File: src/pkg/sba_pkg.sv
// Purpose: Shared constants and types for the secondary bus arbiter block
// Assumes: One clock (mclk, 250 MHz); arbiter inputs synchronous to it
// Notes:   Numbers used by more than one file live here
package sba_pkg;
   localparam int          NREQ        = 4;   // External request inputs
   localparam int          NCLK        = 5;   // Secondary clock outputs
   localparam int          CLK_HALF    = 4;   // mclk cycles per half period
   localparam logic [2:0]  DIV_W0      = 3'h0;
   localparam logic [3:0]  REQ_IDLE    = 4'hF; // All lines deasserted
   localparam logic [4:0]  CLK_ALL_OFF = 5'h00;
   // Arbiter state
   typedef enum logic [1:0] {
      SBA_IDLE  = 2'b00,
      SBA_GRANT = 2'b01,
      SBA_BUSY  = 2'b10,
      SBA_EXT   = 2'b11
   } sba_state_e;
endpackage

File: src/pkg/sba_arb_if.sv
`timescale 1ns/1ps
// Purpose: Carries request and grant between the top and the rotator
// Assumes: Active-high vectors, index 4 is the bridge itself
// Notes:   One modport per side
interface sba_arb_if;
   logic [4:0] req;
   logic [3:0] hi_grp;
   logic       take;
   logic [4:0] win;
   logic       any;
   modport top (output req, output hi_grp, output take, input win, input any);
   modport rot (input req, input hi_grp, input take, output win, output any);
endinterface

File: src/hw/sba_top.sv
`timescale 1ns/1ps
// Purpose: Secondary bus arbiter, secondary clock outputs, secondary reset
// Assumes: All inputs synchronous to mclk; rst is the primary reset
// Notes:   Data path and target signalling are outside this block
// Function
// - Four external requests plus bridge request arbitrate
// - Each external request set into high or low group; bridge always high
// - At most one grant; start only when idle
// - Two-level rotating priority, rotation per group
// - Strap low enables arbiter, high disables it
// - External mode: grant 0 is bridge request
// - External mode: request 0 is bridge grant
// - External mode: park when granted, idle, nothing pending
// - Primary side timed by rising clock edges
// - Secondary side timed by rising clock edges
// - Five secondary clocks at primary frequency
// - Each secondary clock individually disableable
// - Strap high plus deep sleep stops clocks low
// - Strap low leaves clocks running in sleep
// - Primary reset async, clears all, tristates outputs
// - Secondary reset from primary reset or bits
// - In secondary reset, controls float, data zero
// - Secondary reset holds until both causes clear
// - Secondary reset alone keeps register state
module sba_top (
   input  wire logic       mclk,
   input  wire logic       rst,
   input  wire logic       cfn_strap,
   input  wire logic       pwr_strap,
   input  wire logic       d3hot,
   input  wire logic [3:0] req_n,
   input  wire logic       bridge_req,
   input  wire logic       bus_idle,
   input  wire logic [3:0] hi_grp,
   input  wire logic [4:0] clk_dis,
   input  wire logic       sec_rst_bit,
   input  wire logic       chip_rst_bit,
   output logic [3:0]      gnt_n_o,
   output logic [3:0]      gnt_n_oe,
   output logic            bridge_gnt,
   output logic            bridge_park,
   output logic [4:0]      sclk_o,
   output logic            srst_n,
   output logic            sctl_oe,
   output logic            sdata_zero,
   output logic            p_oe_n
);
   sba_arb_if  arb ();
   sba_pkg::sba_state_e state_reg;
   sba_pkg::sba_state_e state_next;
   logic       ext_mode;
   logic [4:0] clk_off;
   logic [4:0] win_hold_reg;
   logic       sreset;

   // -----------------------------------------------------------------
   // Arbitration
   // -----------------------------------------------------------------

   // strap high selects the external arbiter
   assign ext_mode = cfn_strap;

   // bridge joins as requester index 4
   always_comb begin
      arb.req    = {bridge_req, ~req_n};
      arb.hi_grp = hi_grp;
   end

   sba_rot u_rot (
      .mclk (mclk),
      .rst  (rst),
      .arb  (arb)
   );

   // new owner chosen only while bus idle
   always_comb begin
      state_next = state_reg;
      arb.take   = 1'b0;
      case (state_reg)
         sba_pkg::SBA_IDLE: begin
            if (ext_mode)
               state_next = sba_pkg::SBA_EXT;
            else if (arb.any && bus_idle) begin
               state_next = sba_pkg::SBA_GRANT;
               arb.take   = 1'b1;
            end
         end
         sba_pkg::SBA_GRANT: state_next = bus_idle ? sba_pkg::SBA_GRANT
                                                   : sba_pkg::SBA_BUSY;
         sba_pkg::SBA_BUSY:  if (bus_idle) state_next = sba_pkg::SBA_IDLE;
         sba_pkg::SBA_EXT:   if (!ext_mode) state_next = sba_pkg::SBA_IDLE;
         default:            state_next = sba_pkg::SBA_IDLE;
      endcase
      // Grant holder that dropped its request before starting releases
      if (state_reg == sba_pkg::SBA_GRANT && bus_idle &&
          (arb.req & win_hold_reg) == 5'h00)
         state_next = sba_pkg::SBA_IDLE;
   end

   // Latch the winner for the whole tenure
   always_ff @(posedge mclk or posedge rst) begin
      if (rst) begin
         state_reg    <= sba_pkg::SBA_IDLE;
         win_hold_reg <= 5'h00;
      end else begin
         state_reg <= state_next;
         if (arb.take)
            win_hold_reg <= arb.win;
         else if (state_next == sba_pkg::SBA_IDLE ||
                  state_next == sba_pkg::SBA_EXT)
            win_hold_reg <= 5'h00;
      end
   end

   // one-hot grant; grant 0 becomes bridge request
   // grants change only on the clock edge
   always_ff @(posedge mclk or posedge rst) begin
      if (rst) begin
         gnt_n_o     <= sba_pkg::REQ_IDLE;
         bridge_gnt  <= 1'b0;
         bridge_park <= 1'b0;
      end else if (ext_mode) begin
         gnt_n_o     <= {3'h7, ~bridge_req};
         // request 0 is the bridge grant input
         bridge_gnt  <= ~req_n[0] & bus_idle;
         // park when granted, idle, nothing pending
         bridge_park <= ~req_n[0] & bus_idle & ~bridge_req;
      end else begin
         gnt_n_o     <= ~win_hold_reg[3:0];
         bridge_gnt  <= win_hold_reg[4];
         bridge_park <= 1'b0;
      end
   end

   // grant pins float during secondary reset
   always_ff @(posedge mclk or posedge rst) begin
      if (rst)
         gnt_n_oe <= sba_pkg::REQ_IDLE;
      else if (sreset)
         gnt_n_oe <= sba_pkg::REQ_IDLE;
      else if (ext_mode)
         gnt_n_oe <= 4'hE;          // Only the request-out pin driven
      else
         gnt_n_oe <= 4'h0;
   end

   // -----------------------------------------------------------------
   // Secondary clocks
   // -----------------------------------------------------------------

   // strap and deep sleep stop all clocks
   // strap low leaves clocks alone in sleep
   assign clk_off = clk_dis | ((pwr_strap && d3hot) ? 5'h1F
                                                   : sba_pkg::CLK_ALL_OFF);

   sba_clkgen u_clk (
      .mclk  (mclk),
      .rst   (rst),
      .off   (clk_off),
      .clk_o (sclk_o)
   );

   // -----------------------------------------------------------------
   // Reset
   // -----------------------------------------------------------------

   // bits are inputs, no state cleared here
   assign sreset = sec_rst_bit | chip_rst_bit;

   // primary reset async; held till both clear
   always_ff @(posedge mclk or posedge rst) begin
      if (rst) begin
         srst_n     <= 1'b0;
         sctl_oe    <= 1'b1;
         sdata_zero <= 1'b1;
         p_oe_n     <= 1'b1;
      end else begin
         srst_n     <= ~sreset;
         // controls float, data lines forced zero
         sctl_oe    <= sreset;
         sdata_zero <= sreset;
         p_oe_n     <= 1'b0;
      end
   end

   // -----------------------------------------------------------------
   // Checks
   // -----------------------------------------------------------------

   // primary side registered on rising mclk
   // never more than one grant low
   a_one_grant: assert property (@(posedge mclk) disable iff (rst)
      $onehot0(~gnt_n_o) || cfn_strap)
      else $error("more than one grant asserted");

   // secondary reset follows bits after a cycle
   a_srst_hold: assert property (@(posedge mclk) disable iff (rst)
      (sec_rst_bit || chip_rst_bit) |=> !srst_n)
      else $error("secondary reset released early");

   // clocks low one cycle after sleep entry
   a_clk_stop: assert property (@(posedge mclk) disable iff (rst)
      (pwr_strap && d3hot) [*2] |-> sclk_o == 5'h00)
      else $error("secondary clocks not stopped");

   // external grant seen one cycle later
   a_ext_gnt: assert property (@(posedge mclk) disable iff (rst)
      (cfn_strap && !req_n[0] && bus_idle) |=> bridge_gnt)
      else $error("external grant not taken");

   a_ext_req: assert property (@(posedge mclk) disable iff (rst)
      cfn_strap |=> gnt_n_o[0] == !$past(bridge_req))
      else $error("request out wrong");

   a_park: assert property (@(posedge mclk) disable iff (rst)
      bridge_park |-> $past(!bridge_req && !req_n[0]))
      else $error("parked with pending transaction");

   a_sdata: assert property (@(posedge mclk) disable iff (rst)
      !srst_n |-> sdata_zero && sctl_oe)
      else $error("secondary lines not safe in reset");

   a_clk_dis: assert property (@(posedge mclk) disable iff (rst)
      clk_dis[0] [*2] |-> !sclk_o[0])
      else $error("disabled clock toggling");

   // grant pins mirror the latched owner
   a_gnt_hold: assert property (@(posedge mclk) disable iff (rst)
      !cfn_strap |=> gnt_n_o == ~$past(win_hold_reg[3:0]))
      else $error("grant pins differ from owner");

   // bridge grant mirrors the latched owner
   a_bgnt_hold: assert property (@(posedge mclk) disable iff (rst)
      !cfn_strap |=> bridge_gnt == $past(win_hold_reg[4]))
      else $error("bridge grant differs from owner");

   // a new owner only on an idle bus
   a_take_idle: assert property (@(posedge mclk) disable iff (rst)
      arb.take |-> bus_idle && state_reg == sba_pkg::SBA_IDLE)
      else $error("owner chosen on busy bus");

   a_take_onehot: assert property (@(posedge mclk) disable iff (rst)
      arb.take |-> $onehot(arb.win))
      else $error("winner not one-hot");

   a_win_req: assert property (@(posedge mclk) disable iff (rst)
      arb.take |-> (arb.win & ~arb.req) == 5'h00)
      else $error("winner did not request");

   // a high-group request beats the low group
   a_hi_first: assert property (@(posedge mclk) disable iff (rst)
      arb.take && (arb.req & {1'b1, hi_grp}) != 5'h00 |->
         (arb.win & {1'b1, hi_grp}) != 5'h00)
      else $error("low group won over high group");

   // no internal decision under an outside arbiter
   a_no_take_ext: assert property (@(posedge mclk) disable iff (rst)
      ext_mode |-> !arb.take)
      else $error("internal decision in external mode");

   // grants 3 to 1 stay off in external mode
   a_ext_gnt_off: assert property (@(posedge mclk) disable iff (rst)
      cfn_strap |=> gnt_n_o[3:1] == 3'h7)
      else $error("grant asserted in external mode");

   // only the request-out pin driven in external mode
   a_ext_oe: assert property (@(posedge mclk) disable iff (rst)
      cfn_strap && !sreset |=> gnt_n_oe == 4'hE)
      else $error("wrong pins driven in external mode");

   // every grant pin driven by the internal arbiter
   a_int_oe: assert property (@(posedge mclk) disable iff (rst)
      !cfn_strap && !sreset |=> gnt_n_oe == 4'h0)
      else $error("grant pins not driven");

   // grant pins float in secondary reset
   a_srst_oe: assert property (@(posedge mclk) disable iff (rst)
      sreset |=> gnt_n_oe == sba_pkg::REQ_IDLE)
      else $error("grant pins driven in reset");

   // controls float and data zero in reset
   a_srst_lines: assert property (@(posedge mclk) disable iff (rst)
      sreset |=> sctl_oe && sdata_zero)
      else $error("secondary lines active in reset");

   // secondary reset ends once both bits clear
   a_srst_rel: assert property (@(posedge mclk) disable iff (rst)
      !sec_rst_bit && !chip_rst_bit |=> srst_n)
      else $error("secondary reset stuck");

   // primary outputs driven once out of reset
   a_prim_drive: assert property (@(posedge mclk) disable iff (rst)
      1'b1 |=> !p_oe_n)
      else $error("primary outputs still floating");

   // parking only under an outside arbiter
   a_park_ext: assert property (@(posedge mclk) disable iff (rst)
      !cfn_strap |=> !bridge_park)
      else $error("parked with internal arbiter");

   // a parked bridge also holds the bus grant
   a_park_gnt: assert property (@(posedge mclk) disable iff (rst)
      bridge_park |-> bridge_gnt)
      else $error("parked without grant");

   // idle bus, grant and no work lead to parking
   a_park_set: assert property (@(posedge mclk) disable iff (rst)
      cfn_strap && !req_n[0] && bus_idle && !bridge_req |=> bridge_park)
      else $error("bridge did not park");

   // ungated outputs all share one phase
   a_clk_same: assert property (@(posedge mclk) disable iff (rst)
      (clk_dis == 5'h00 && !(pwr_strap && d3hot)) [*2] |->
         sclk_o == 5'h00 || sclk_o == 5'h1F)
      else $error("secondary clocks out of step");

   // the owner is kept for the whole tenure
   a_busy_owner: assert property (@(posedge mclk) disable iff (rst)
      state_reg == sba_pkg::SBA_BUSY |-> $stable(win_hold_reg))
      else $error("owner changed during tenure");

   // grants released after the bus returns idle
   a_gnt_release: assert property (@(posedge mclk) disable iff (rst)
      (state_reg == sba_pkg::SBA_BUSY && bus_idle) ##1 !cfn_strap |=>
         gnt_n_o == sba_pkg::REQ_IDLE)
      else $error("grant not released");

   // secondary reset leaves arbiter state alone
   a_srst_keep: assert property (@(posedge mclk) disable iff (rst)
      sreset && state_reg == sba_pkg::SBA_BUSY && !bus_idle |=>
         state_reg == sba_pkg::SBA_BUSY)
      else $error("arbiter state lost in reset");
endmodule // sba_top

File: src/hw/sba_rot.sv
`timescale 1ns/1ps
// Purpose: Two-level rotating priority pick among five requesters
// Assumes: Bridge (index 4) always sits in the high group
// Notes:   Pointers advance only when the top says a grant was taken
module sba_rot (
   input  wire logic mclk,
   input  wire logic rst,
   sba_arb_if.rot    arb
);
   logic [2:0] hi_last_reg;
   logic [2:0] lo_last_reg;
   logic [4:0] hi_req;
   logic [4:0] lo_req;
   logic [4:0] hi_pick;
   logic [4:0] lo_pick;

   // Split requests by group
   always_comb begin
      hi_req = arb.req & {1'b1, arb.hi_grp};
      lo_req = arb.req & {1'b0, ~arb.hi_grp};
   end

   // Round-robin search starting after the last winner
   function automatic logic [4:0] rr(input logic [4:0] r,
                                     input logic [2:0] last);
      logic [4:0] g;
      logic [2:0] idx;
      g = 5'h00;
      for (int k = 1; k <= 5; k++) begin
         idx = 3'((int'(last) + k) % 5);
         if (g == 5'h00 && r[idx])
            g[idx] = 1'b1;
      end
      return g;
   endfunction

   always_comb begin
      hi_pick = rr(hi_req, hi_last_reg);
      lo_pick = rr(lo_req, lo_last_reg);
      arb.win = (hi_req != 5'h00) ? hi_pick : lo_pick;
      arb.any = (arb.req != 5'h00);
   end

   // last winner drops to the bottom
   always_ff @(posedge mclk or posedge rst) begin
      if (rst) begin
         hi_last_reg <= 3'h4;
         lo_last_reg <= 3'h4;
      end else if (arb.take) begin
         for (int i = 0; i < 5; i++) begin
            if (arb.win[i] && hi_req != 5'h00)
               hi_last_reg <= 3'(i);
            else if (arb.win[i])
               lo_last_reg <= 3'(i);
         end
      end
   end
endmodule // sba_rot

File: src/hw/sba_clkgen.sv
`timescale 1ns/1ps
// Purpose: Five gated secondary clock outputs from one divided reference
// Assumes: Reference is mclk divided to stand in for the primary clock
// Notes:   Each output held at 0 while gated off
module sba_clkgen #(
   parameter int HALF = sba_pkg::CLK_HALF
) (
   input  wire logic       mclk,
   input  wire logic       rst,
   input  wire logic [4:0] off,
   output logic [4:0]      clk_o
);
   logic [2:0] cnt_reg;
   logic       ref_reg;
   logic       wrap;

   // Last count of a half period, where the reference flips
   assign wrap = (cnt_reg == 3'(HALF - 1));

   // single reference so all outputs share one frequency
   always_ff @(posedge mclk or posedge rst) begin
      if (rst) begin
         cnt_reg <= sba_pkg::DIV_W0;
         ref_reg <= 1'b0;
      end else if (cnt_reg == 3'(HALF - 1)) begin
         cnt_reg <= sba_pkg::DIV_W0;
         ref_reg <= ~ref_reg;
      end else begin
         cnt_reg <= cnt_reg + 3'h1;
      end
   end

   // per-output gating, held low when off
   genvar g;
   generate
      for (g = 0; g < sba_pkg::NCLK; g++) begin : g_out
         always_ff @(posedge mclk or posedge rst) begin
            if (rst)
               clk_o[g] <= 1'b0;
            else
               clk_o[g] <= off[g] ? 1'b0 : ~ref_reg ^ wrap;
         end
      end
   endgenerate
endmodule // sba_clkgen

File: config.mk
export PLATFORM = sky130hd
export DESIGN_NAME = sba_top
export DESIGN_NICKNAME = d
export VERILOG_FILES = /design/src/pkg/sba_pkg.sv /design/src/pkg/sba_arb_if.sv /design/src/hw/sba_top.sv /design/src/hw/sba_rot.sv /design/src/hw/sba_clkgen.sv
export SDC_FILE = /design/constraint.sdc
export NUM_CORES = 1
export LEC_CHECK = 0
export ABC_AREA = 0
export BUFFER_PORTS_ARGS = -buffer_cell sky130_fd_sc_hd__buf_2
export CORE_ASPECT_RATIO = 0.9
export CORE_MARGIN = 10
export CORE_UTILIZATION = 35
export CTS_BUF_LIST = sky130_fd_sc_hd__clkbuf_4
export CTS_CLUSTER_DIAMETER = 40
export DETAILED_ROUTE_END_ITERATION = 7
export SLEW_MARGIN = 10
export SYNTH_ARGS = -nofsm -noshare
export SYNTH_HDL_FRONTEND = slang
export SYNTH_SLANG_ARGS = --single-unit
File: constraint.sdc
create_clock -name mclk -period 6.7 [get_ports mclk]
set_input_delay 0.335 -clock mclk [delete_from_list [all_inputs] [get_ports mclk]]
set_output_delay 0.335 -clock mclk [all_outputs]
set_load 0.03 [all_outputs]
* Word-level counts from Yosys, hierarchy flattened
Index checks and enable logic that the tools add are counted.
** Cells by class
- $lt $le $gt $ge :: 20
- Divide/modulo/power cells :: 10
- Bitwise logic cells :: 23
- Eq/ne operators :: 5
- Add/subtract/negate cells :: 11
- Multiplexer cells :: 91
- Reductions and logical operators :: 44
** Operators by type and width (count)
- remainder unit 32 x 4 -> 32 bit (second input constant) :: 10
- two-way mux 5 bit :: 14
- two-way mux 3 bit :: 17
- zero test 5 bit :: 9
- OR 5 bit :: 9
- less-than comparator 3 x 4 -> 1 bit (second input constant) :: 10
- binary-select mux 1 bit (select 3 bit) :: 10
- demux 1 bit (select 3 bit) :: 10
- >= comparator 3 x 1 -> 1 bit (second input constant) :: 10
- two-way mux 1 bit :: 30
- logical AND 1 bit :: 27
- adder 3 x 2 -> 4 bit (second input constant) :: 4
- adder 3 x 3 -> 4 bit (second input constant) :: 4
- nonzero test 5 bit :: 3
- two-way mux 2 bit :: 6
- two-way mux 4 bit :: 3
- NOT 4 bit :: 3
- bitwise AND 5 bit :: 2
- adder 3 x 1 -> 4 bit (second input constant) :: 2
- case mux 2 bit (4 select lines) :: 1
- equality test 2 bit (second input constant) :: 3
- bitwise AND 5 x 4 -> 5 bit :: 1
- zero test 2 bit :: 2
- NOT 1 bit :: 4
- other kinds (9) :: 10
** Word-level totals
- Input bits :: 22
- Output and inout port bits :: 19
- Bits in registers :: 35
- Word-level logic and storage cells :: 222

* Logic depth before layout (Yosys ltp)
Gate-level depths: netlist of run 1.
- Depth after elaboration :: 31
- Depth in mapped cells :: 24
- Gate-level depth less buffers :: 22

* Modules after synthesis
A second synthesis of run 1 with hierarchy kept.
** Second synthesis, totals
- Cell total of the unflattened synthesis :: 751
- Area total of the unflattened synthesis :: 5780.5 µm²
** By module, submodules not included
- sba_rot :: times used 1, area an instance 4505.6 µm², seq. area each 152.6 µm², cells each 637
- sba_top :: times used 1, area an instance 848.3 µm², seq. area each 434.2 µm², cells each 81
- sba_clkgen :: times used 1, area an instance 426.7 µm², seq. area each 225.2 µm², cells each 33

* Least setup slack after synthesis of run 1
No wires, ideal clock.
- Path type :: reg-to-reg
- Start :: register u_rot.lo_last_reg[0]
- End :: register win_hold_reg[2]
- Path buffers :: 2
- Setup time :: 126 ps
- Stages on the path, launching flop included :: 24
- Arrival :: 5711 ps
- Data required time :: 6574 ps
- Period minus slack after synthesis :: 5837 ps
- Setup slack :: 863 ps
- Path through :: dfrtp_1 -> clkbuf_1 -> buf_1 -> inv_1 -> ha_1 -> clkinv_1 -> ha_1 -> nor2_1 -> a21oi_1 -> xnor2_1 -> ha_1 -> nand2b_1 -> o311a_1 -> o21a_1 -> o31a_1 -> a2111oi_2 -> nor2b_1 -> o211ai_1 -> o211a_1 -> and4b_1 -> and2_1 -> a31oi_1 -> nand2b_1 -> a221o_1
** Between the ends
- Word-level cells in the longest chain between the ends :: 21
- Elaborated cells on any way between the ends :: 64
- Classes of those cells :: 5 x add/sub; 5 x div; 10 x order compare; 27 x mux; 4 x bitwise; 13 x reduce/logical
** Ends and longest elaborated chain
- from (decl) :: RTL line sba_rot.sv:11 : logic [2:0] lo_last_reg;
- from (signal assigned) :: RTL line sba_rot.sv:54 : lo_last_reg <= 3'(i);
- adder 3 x 1 -> 4 bit :: RTL line sba_rot.sv:30 : idx = 3'((int'(last) + k) % 5);
- remainder unit 32 x 4 -> 32 bit :: RTL line sba_rot.sv:30
- less-than comparator 3 x 4 -> 1 bit (implied by the code) / >= comparator 3 x 1 -> 1 bit (equally long branches) :: RTL line sba_rot.sv:32 : g[idx] = 1'b1;
- logical AND 1 bit (implied by the code) :: RTL line sba_rot.sv:32
- two-way mux 1 bit (implied by the code) :: RTL line sba_rot.sv:32
- demux 1 bit (select 3 bit)
- two-way mux 5 bit :: RTL line sba_rot.sv:31 : if (g == 5'h00 && r[idx])
- zero test 5 bit :: RTL line sba_rot.sv:31
- (+5 left out)
- zero test 5 bit :: RTL line sba_rot.sv:31
- logical AND 1 bit :: RTL line sba_rot.sv:31
- two-way mux 5 bit :: RTL line sba_rot.sv:31
- zero test 5 bit :: RTL line sba_rot.sv:31
- logical AND 1 bit :: RTL line sba_rot.sv:31
- two-way mux 5 bit (*) :: RTL line sba_rot.sv:31
- two-way mux 5 bit (*) :: RTL line sba_rot.sv:40 : arb.win = (hi_req != 5'h00) ? hi_pick : lo_pick;
- two-way mux 5 bit (*) :: RTL line sba_top.sv:107 : if (arb.take)
- to (signal assigned) :: RTL line sba_top.sv:108 : win_hold_reg <= arb.win;
- to (decl) :: RTL line sba_top.sv:53 : logic [4:0] win_hold_reg;
Every way passes the cells marked *; elsewhere a longest branch is shown, timed or not. The select of a mux whose other input is x is not followed.
A chain may end at the register's enable or synchronous reset.

* Final worst setup path of run 1
- Start :: register u_rot.hi_last_reg[1]
- End :: register win_hold_reg[3]
** Between the ends
- Word-level cells in the longest chain between the ends :: 21
- Elaborated cells on any way between the ends :: 64
- Classes of those cells :: 5 x add/sub; 5 x div; 10 x order compare; 27 x mux; 4 x bitwise; 13 x reduce/logical
** Ends and longest elaborated chain
- from (decl) :: RTL line sba_rot.sv:10 : logic [2:0] hi_last_reg;
- from (signal assigned) :: RTL line sba_rot.sv:52 : hi_last_reg <= 3'(i);
- adder 3 x 1 -> 4 bit :: RTL line sba_rot.sv:30
- remainder unit 32 x 4 -> 32 bit :: RTL line sba_rot.sv:30
- less-than comparator 3 x 4 -> 1 bit (implied by the code) / >= comparator 3 x 1 -> 1 bit (equally long branches) :: RTL line sba_rot.sv:32
- logical AND 1 bit (implied by the code) :: RTL line sba_rot.sv:32
- two-way mux 1 bit (implied by the code) :: RTL line sba_rot.sv:32
- demux 1 bit (select 3 bit)
- two-way mux 5 bit :: RTL line sba_rot.sv:31
- zero test 5 bit :: RTL line sba_rot.sv:31
- (+5 left out)
- zero test 5 bit :: RTL line sba_rot.sv:31
- logical AND 1 bit :: RTL line sba_rot.sv:31
- two-way mux 5 bit :: RTL line sba_rot.sv:31
- zero test 5 bit :: RTL line sba_rot.sv:31
- logical AND 1 bit :: RTL line sba_rot.sv:31
- two-way mux 5 bit (*) :: RTL line sba_rot.sv:31
- two-way mux 5 bit (*) :: RTL line sba_rot.sv:40
- two-way mux 5 bit (*) :: RTL line sba_top.sv:107
Marks and branches as above.

==> impl_metrics.toml, run 1 <==
[critical_path]
cp_data_arrival_time_ns = 6.31
end_kind = "register"
crit_required_ns = 6.92
start_kind = "register"
critPathLaunch = "u_rot.hi_last_reg[1]$_DFFE_PP0P_"
reg2reg_from = "u_rot.hi_last_reg[1]$_DFFE_PP0P_"
reg2reg_depth = 21
cp_max_fo = 12
r2r_slack_ns = 0.61
endpoint = "win_hold_reg[3]$_DFFE_PP0P_"
timing.rr.end = "win_hold_reg[3]$_DFFE_PP0P_"
worstSetupPathType = "reg2reg"

[detailed_routing]
drtPass1Iterations = 5
wirelength_mm = 15.11
drt-initial-drc-count = 511
route.detailed.drc = 0
drtAntennaViolNets = 0
viasPerCell = 5.697
wire_per_inst_um = 15.69
vias = 5486

[grt]
overflow = 0
grt_use_total = 0.1322
antenna_found_initial = 1
grt_pass1_vias = 4819
grt_first_pass_wirelength_mm = 24.78
grt_max_degree = 33

[cells_and_area]
final_common_cell = "nor2_1"
final_cell_area_mm2 = 0.005976
nFillCells = 1619
multi_input_area_mm2 = 0.004365
nets = 837
diodes = 0
final-seq-area_um2 = 812.0
syn_to_final_growth_pct = 7.859
layout-drive-gt1-share = 0.1485
layout.cells.most_common_list = "73 x nor2_1, 54 x ha_1, 50 x inv_1"

[worst_hold_path]
hold_class = "in2async"

[yosys]
ys_ff_latch = 32
syn-cell-area_mm2 = 0.005540
synth_largest_area_cell = "ha_1"
ys_types = 99
yosysWarnings = 0
synth_area_leaders = "ha_1 12%, dfrtp_1 10%, nor2_1 4.9%, dfstp_2 4.3%, a21oi_1 4.0%"
synth_edf_count = 0
synth.top_cell.area_share = 0.1220
synth_area_per_cell_um2 = 7.538
async_reset_ff_frac = 1.000
synthFlopType = "dfrtp_1"
postSynthNetCount = 812
synth_cells = 735
ys_seq_area_frac = 0.1466

[floorplan]
dieHeight_um = 139.4
num_rows = 43
start_util = 0.3576
core_area_mm2 = 0.01549
ios = 41
die_w_um = 152.6
design.die.area_mm2 = 0.02127

[clocking]
clock_latency_ns = 0.32
cts_max_level = 2
clock_path_buffers = 2
numCtsBuffers = 5
cts_tree = "yes"
clk_pin_slew_ns = 0.10
cts_root_buffer = "clkbuf_4"
clock_sinks = 32

[timing]
fin_worst_skew_ns = 0.007363
tns_ns = 0
worst_slew_pin_slew_ns = 0.9625
maxSlewHeadroom = 0.3583
finalCritPeriodShare = 0.9084
hold_viol = 0
finalMaxSlewViolations = 0
clock.fmax_mhz = 164.3
finalCriticalPeriod_ns = 6.087
setup_viol = 0
rsz0062_at_grt = "false"

[place]
dpl.hpwl_mm = 11.99
gp_congestion = 0.9370
placed_area_mm2 = 0.005907
portBuffers = 40

[flow_run]
cap_violations = 0

[run_status]
status = "finished, final reports clean"
==> cells by family after synthesis <==
group | share of synthesized area
simple gates | 0.2667
flops | 0.1466
xor+xnor | 0.03591
compound gates | 0.3144
buf+inv | 0.06775
mux | 0.04246
other cells | 0.0006769
fa+ha+maj | 0.1256
==> routing by layer <==
metal,GRT usage,part of all wire
met2,0.1953,0.41
met3,0.02311,0.070
met5,0,0
met1,0.1986,0.52
met4,0.01454,0.0047
==> layout make-up <==
type,count,area share
Sequential cell,32,0.1359
Inverter,55,0.03455
Clock inverter,1,0.0006281
Tap cell,202,0.04229
Clock buffer,7,0.008794
Multi-Input combinational cell,615,0.7305
Timing Repair Buffer,51,0.04732
==> Yosys cell counts, drive strengths merged (8+ instances only) <==
library cell	instances
a211oi	12
a21oi	44
and2	14
buf	17
clkbuf	16
dfrtp	23
dfstp	9
ha	54
inv	52
mux2i	19
nand2	47
nand2b	26
nand3	22
nor2	74
nor2b	15
nor3	21
nor4	8
o211ai	14
o21ai	44
o22ai	11
or2	14
xnor2	18
==> worst min-delay path by stage <==
stage                                       end  depth (start not counted)
5_1_grt                  state_reg[1]$_DFF_PP0_                          3
6_report       u_rot.lo_last_reg[1]$_DFFE_PP0P_                          3
4_1_cts             win_hold_reg[3]$_DFFE_PP0P_                          3
2_1_floorplan              gnt_n_o[1]$_DFF_PP1_                          1
3_3_place_gp         u_clk.cnt_reg[0]$_DFF_PP0_                          1
3_5_place_dp         u_clk.cnt_reg[0]$_DFF_PP0_                          1
==> critical path, stage by stage, from the launching register on <==
cell and delay [ns]:
dfrtp_1 0.48, inv_1 0.39, ha_1 0.40, xnor2_2 0.18
inv_1 0.25, ha_1 0.27, nor2_1 0.08, a211o_1 0.32
and3_1 0.21, inv_1 0.08, ha_1 0.20, nor2b_1 0.18
o21ai_2 0.10, xnor2_1 0.46, mux2i_1 0.25, o221a_2 0.25
o311ai_4 0.20, o32ai_2 0.53, nor3_4 0.12, a211oi_2 0.37
nand4b_1 0.29, o311ai_1 0.36
==> what timing repair did <==
action                     in CTS  in global routing
buffers inserted                0                  0
gates resized for setup         0                  2
setup endpoints to repair       0                  5
hold buffers                    0                  0
==> metrics by stage <==
stage / hold slack [ns] / instances / setup slack, ns / util
6_report: 0.07247 / 963 / 0.6134 / 0.3857
5_1_grt: 0.09933 / 963 / 0.1142 / 0.3857
4_1_cts: 0.08006 / 963 / 0.5277 / 0.3849
3_5_place_dp: 0.4273 / 955 / 0.5505 / 0.3812
3_3_place_gp: 0.4244 / 955 / 0.5496 / 0.3812
2_1_floorplan: 0.3998 / 735 / 0.8633 / -
Power of run 1 is left out: the tool's default activity adds up to more than one toggle a clock period on the data nets, which glitch-free logic cannot reach.
==> run 2: changes to the inputs <==
Settings changed: RECOVER_POWER set to 25.
==> run 2 against run 1 <==
Critical path depth unchanged. Count of clock-buffer cells in the layout stayed put. The flow now finishes with violations (capacitance limit, slew limit). Setup slack got worse by 0.0078 ns. Hold slack gained 0.085 ns. Maximum frequency down 0.13%. Global-route usage stayed put. Final cell count unchanged. Cell area barely moved. Non-clock buffer count stayed put.
==> impl_metrics.toml, run 2 (same netlist as run 1, synthesis figures left out) <==
[run_status]
status = "finished, violations left"
failed_checks = "capacitance limit, slew limit"

[critical_path]
crit_required_ns = 6.92
path_cells = "inv_1, ha_1, xnor2_2, inv_1, ha_1, nor2_1, a211o_1, and3_1, inv_1, ha_1, nor2b_1, o21ai_2, xnor2_1, mux2i_1, o221a_2, o311ai_4, o32ai_2, nor3_4, a211oi_2, nand4b_1, o311ai_1"
cp_max_fo = 12
end_kind = "register"
cp_slowest_cell = "o32ai_2"
cp_slowest_stage_delay_ns = 0.54
cp_data_arrival_time_ns = 6.31
crit_family = "compound AO/OA/AOI/OAI gates"
path_buf_inv = 3
worstSetupPathType = "reg2reg"
start_kind = "register"

[cells_and_area]
layout.cells.most_common_list = "73 x nor2_1, 54 x ha_1, 50 x inv_1"
nets = 837
final_common_cell = "nor2_1"
final_cell_area_mm2 = 0.005972
syn_to_final_growth_pct = 7.791
layout-drive-gt1-share = 0.1472
nFillCells = 1621
diodes = 0
final-seq-area_um2 = 812.0
multi_input_area_mm2 = 0.004365

[detailed_routing]
route.detailed.drc = 0
drtAntennaViolNets = 0
viasPerCell = 5.720
drt-initial-drc-count = 511
wirelength_mm = 15.10
vias = 5508
wire_per_inst_um = 15.68
drtPass1Iterations = 5

[timing]
finalCriticalPeriod_ns = 6.094
hold_viol = 0
fin_hold_ws_ns = 0.1577
rsz0062_at_grt = "false"
worst_slew_pin_slew_ns = 1.591
fin_worst_skew_ns = 0.007527
finalCritPeriodShare = 0.9096
finalMaxSlewViolations = 33
tns_ns = 0
clock.fmax_mhz = 164.1
setup_ws_ns = 0.6056
maxSlewHeadroom = -0.06083
setup_viol = 0

[clocking]
cts_root_buffer = "clkbuf_4"
hold_buffers = 0
numCtsBuffers = 5
clock_path_buffers = 2
clock_latency_ns = 0.32
cts_tree = "yes"
clk_pin_slew_ns = 0.10
cts_resized = 0
clock_sinks = 32
cts_max_level = 2
postCtsSetupRepairBufs = 0

[place]
dpl.hpwl_mm = 11.99
gp_congestion = 0.9370
place_ws_ns = 0.5505
placed_area_mm2 = 0.005907
portBuffers = 40

[floorplan]
die_w_um = 152.6
design.die.area_mm2 = 0.02127
ios = 41
start_util = 0.3576
dieHeight_um = 139.4
num_rows = 43
core_area_mm2 = 0.01549

[grt]
gr-usage-met2 = 0.1953
grt_pass1_vias = 4819
gr-usage-met3 = 0.02311
antenna_found_initial = 1
gr-usage-met1 = 0.1986
busiest_layer = "met1"
grt_max_degree = 33
grt_use_total = 0.1322
overflow = 0
grt_first_pass_wirelength_mm = 24.78

[flow_run]
cap_violations = 1

[worst_hold_path]
hold_class = "in2reg"
==> run 2: path summary, 6_finish.rpt <==
check,startpoint,endpoint,slack [ns],cells past startpoint
max,u_rot.hi_last_reg[1]$_DFFE_PP0P_,win_hold_reg[3]$_DFFE_PP0P_,0.61,21
min,clk_dis[3],u_clk.clk_o[3]$_DFF_PP0_,0.16,2
max reg2reg,u_rot.hi_last_reg[1]$_DFFE_PP0P_,win_hold_reg[3]$_DFFE_PP0P_,0.61,21
min reg2reg,u_clk.cnt_reg[0]$_DFF_PP0_,u_clk.cnt_reg[0]$_DFF_PP0_,0.44,1
max in group asynchronous,rst,u_clk.clk_o[2]$_DFF_PP0_,5.23,3
min in group asynchronous,rst,u_rot.lo_last_reg[0]$_DFFE_PP0P_,0.55,3
==> run 2: metrics by stage <==
stage                       util  cells
after global placement    0.3812    955
after floorplan                -    735
after CTS                 0.3849    963
final                     0.3854    963
after global routing      0.3854    963
after detailed placement  0.3812    955
==> run 2: area by class of cell <==
cell class / count / area share
Multi-Input combinational cell: 615 / 0.7310
Inverter: 55 / 0.03457
Timing Repair Buffer: 51 / 0.04672
Clock inverter: 1 / 0.0006285
Clock buffer: 7 / 0.008799
Tap cell: 202 / 0.04232
Sequential cell: 32 / 0.1360
==> run 2: per-layer routing <==
layer	part of all wire	up-vias	wire length [um]
li1	-	2775	-
met1	0.52	2537	7789
met2	0.41	189	6162
met3	0.071	7	1079
met4	0.0047	0	71
met5	0	-	0
Power of run 2 is left out for the same reason.
==> run 3: changes to the inputs <==
Clock period 6.7 ns to 6.5 ns, I/O delays scaled along.
==> run 3 against run 2 <==
The run still ends with capacitance limit, slew limit left. Cell area rose by 1.5%. Flip-flop and latch count did not move. Wire length rose by 2.9%. Die area did not move. Largest cell class unchanged. Final cell count rose by 0.62%. First-iteration DRC count fell by 30%. Hold slack got worse by 0.026 ns. Via count rose by 0.89%. Global-route usage rose by 0.29 points.
==> impl_metrics.toml, run 3 (same netlist as run 1, synthesis figures left out) <==
[run_status]
status = "finished, violations left"
failed_checks = "capacitance limit, slew limit"

[grt]
antenna_found_initial = 1
grt_max_degree = 33
grt_use_total = 0.1350
grt_first_pass_wirelength_mm = 25.29
grt_pass1_vias = 5053
overflow = 0

[floorplan]
dieHeight_um = 139.4
die_w_um = 152.6
start_util = 0.3576
design.die.area_mm2 = 0.02127
num_rows = 43
core_area_mm2 = 0.01549
ios = 41

[place]
dpl.hpwl_mm = 12.26
place_ws_ns = 0.4859
gp_congestion = 0.9506
portBuffers = 40

[flow_run]
cap_violations = 1

[critical_path]
start_kind = "register"
crit_required_ns = 6.73
cp_slowest_cell = "dfstp_2"
crit_family = "compound AO/OA/AOI/OAI gates"
cp_slowest_stage_delay_ns = 0.68
cp_data_arrival_time_ns = 6.20
path_buf_inv = 1
worstSetupPathType = "reg2reg"
end_kind = "register"
path_cells = "inv_1, ha_1, nor3_2, nor2b_1, xnor2_1, ha_1, fa_1, or4b_4, o211ai_1, and2_1, o21ai_0, and3b_1, o31ai_4, o311ai_2, o311ai_2, o21ai_1, a211oi_2, nand4b_1, o311ai_1"
cp_max_fo = 10

[timing]
hold_viol = 0
clock.fmax_mhz = 167.5
worst_slew_pin_slew_ns = 1.635
rsz0062_at_grt = "false"
setup_viol = 0
finalCriticalPeriod_ns = 5.971
setup_ws_ns = 0.5289
finalMaxSlewViolations = 33
tns_ns = 0
finalCritPeriodShare = 0.9186
maxSlewHeadroom = -0.08969
fin_hold_ws_ns = 0.1315
fin_worst_skew_ns = 0.005062

[detailed_routing]
wire_per_inst_um = 16.04
drt-initial-drc-count = 359
route.detailed.drc = 0
drtAntennaViolNets = 0
viasPerCell = 5.735
vias = 5557
wirelength_mm = 15.54
drtPass1Iterations = 4

[cells_and_area]
layout.cells.most_common_list = "73 x nor2_1, 54 x ha_1, 50 x inv_1"
layout-drive-gt1-share = 0.1554
syn_to_final_growth_pct = 9.440
final_common_cell = "nor2_1"
nets = 842

[clocking]
numCtsBuffers = 5
postCtsSetupRepairBufs = 0
cts_root_buffer = "clkbuf_4"
hold_buffers = 0
cts_tree = "yes"
clk_pin_slew_ns = 0.10
clock_sinks = 32
clock_latency_ns = 0.33
cts_max_level = 2
clock_path_buffers = 2
cts_resized = 0

[worst_hold_path]
hold_class = "in2reg"
[run 3: cell types whose count changed in the layout (fill, tap and decap cells not counted)]
| cell | previous run | this run |
|---|---|---|
| clkinv_1 | 4 | 3 |
| o32ai_2 | 2 | 1 |
| diode_2 | 0 | 1 |
| clkbuf_4 | 7 | 6 |
| o311ai_1 | 2 | 1 |
| bufinv_16 | 0 | 1 |
| o32ai_4 | 0 | 1 |
| o311ai_2 | 0 | 2 |
| clkinv_2 | 0 | 1 |
| buf_4 | 10 | 14 |
[run 3: final timing paths]
| check | slack, ns | cells after the start | startpoint | endpoint |
|---|---|---|---|---|
| max | 0.53 | 19 | u_rot.hi_last_reg[2]$_DFFE_PP1P_ | win_hold_reg[3]$_DFFE_PP0P_ |
| max reg2reg | 0.53 | 19 | u_rot.hi_last_reg[2]$_DFFE_PP1P_ | win_hold_reg[3]$_DFFE_PP0P_ |
| min | 0.13 | 2 | clk_dis[3] | u_clk.clk_o[3]$_DFF_PP0_ |
| max in group asynchronous | 5.01 | 3 | rst | win_hold_reg[1]$_DFFE_PP0P_ |
| min in group asynchronous | 0.55 | 3 | rst | u_clk.clk_o[4]$_DFF_PP0_ |
| min reg2reg | 0.43 | 1 | win_hold_reg[1]$_DFFE_PP0P_ | gnt_n_o[1]$_DFF_PP1_ |
[run 3: stage by stage]
step	area (um2)	utilization	std cells
6_report	6063	0.3913	969
5_1_grt	6061	0.3912	968
4_1_cts	6017	0.3883	967
3_5_place_dp	5937	0.3832	959
3_3_place_gp	5937	0.3832	959
2_1_floorplan	5540	-	735
[run 3: final cells by class]
cell class                 count  area, um2
multi-input combinational    616       4400
clock buffer                   6      45.04
timing repair buffer          55      309.0
sequential                    32      812.0
antenna                        1      2.502
fill                        1609       9432
tap                          202      252.7
inverter                      55      206.4
clock inverter                 2      35.03
[run 3: routing by layer]
metal	vias to the layer above	routed length (um)	track usage
met4	0	219	0.02708
li1	2779	-	-
met5	-	0	0
met2	207	6351	0.1983
met3	16	1118	0.02280
met1	2555	7851	0.2000
Power of run 3 is left out for the same reason.
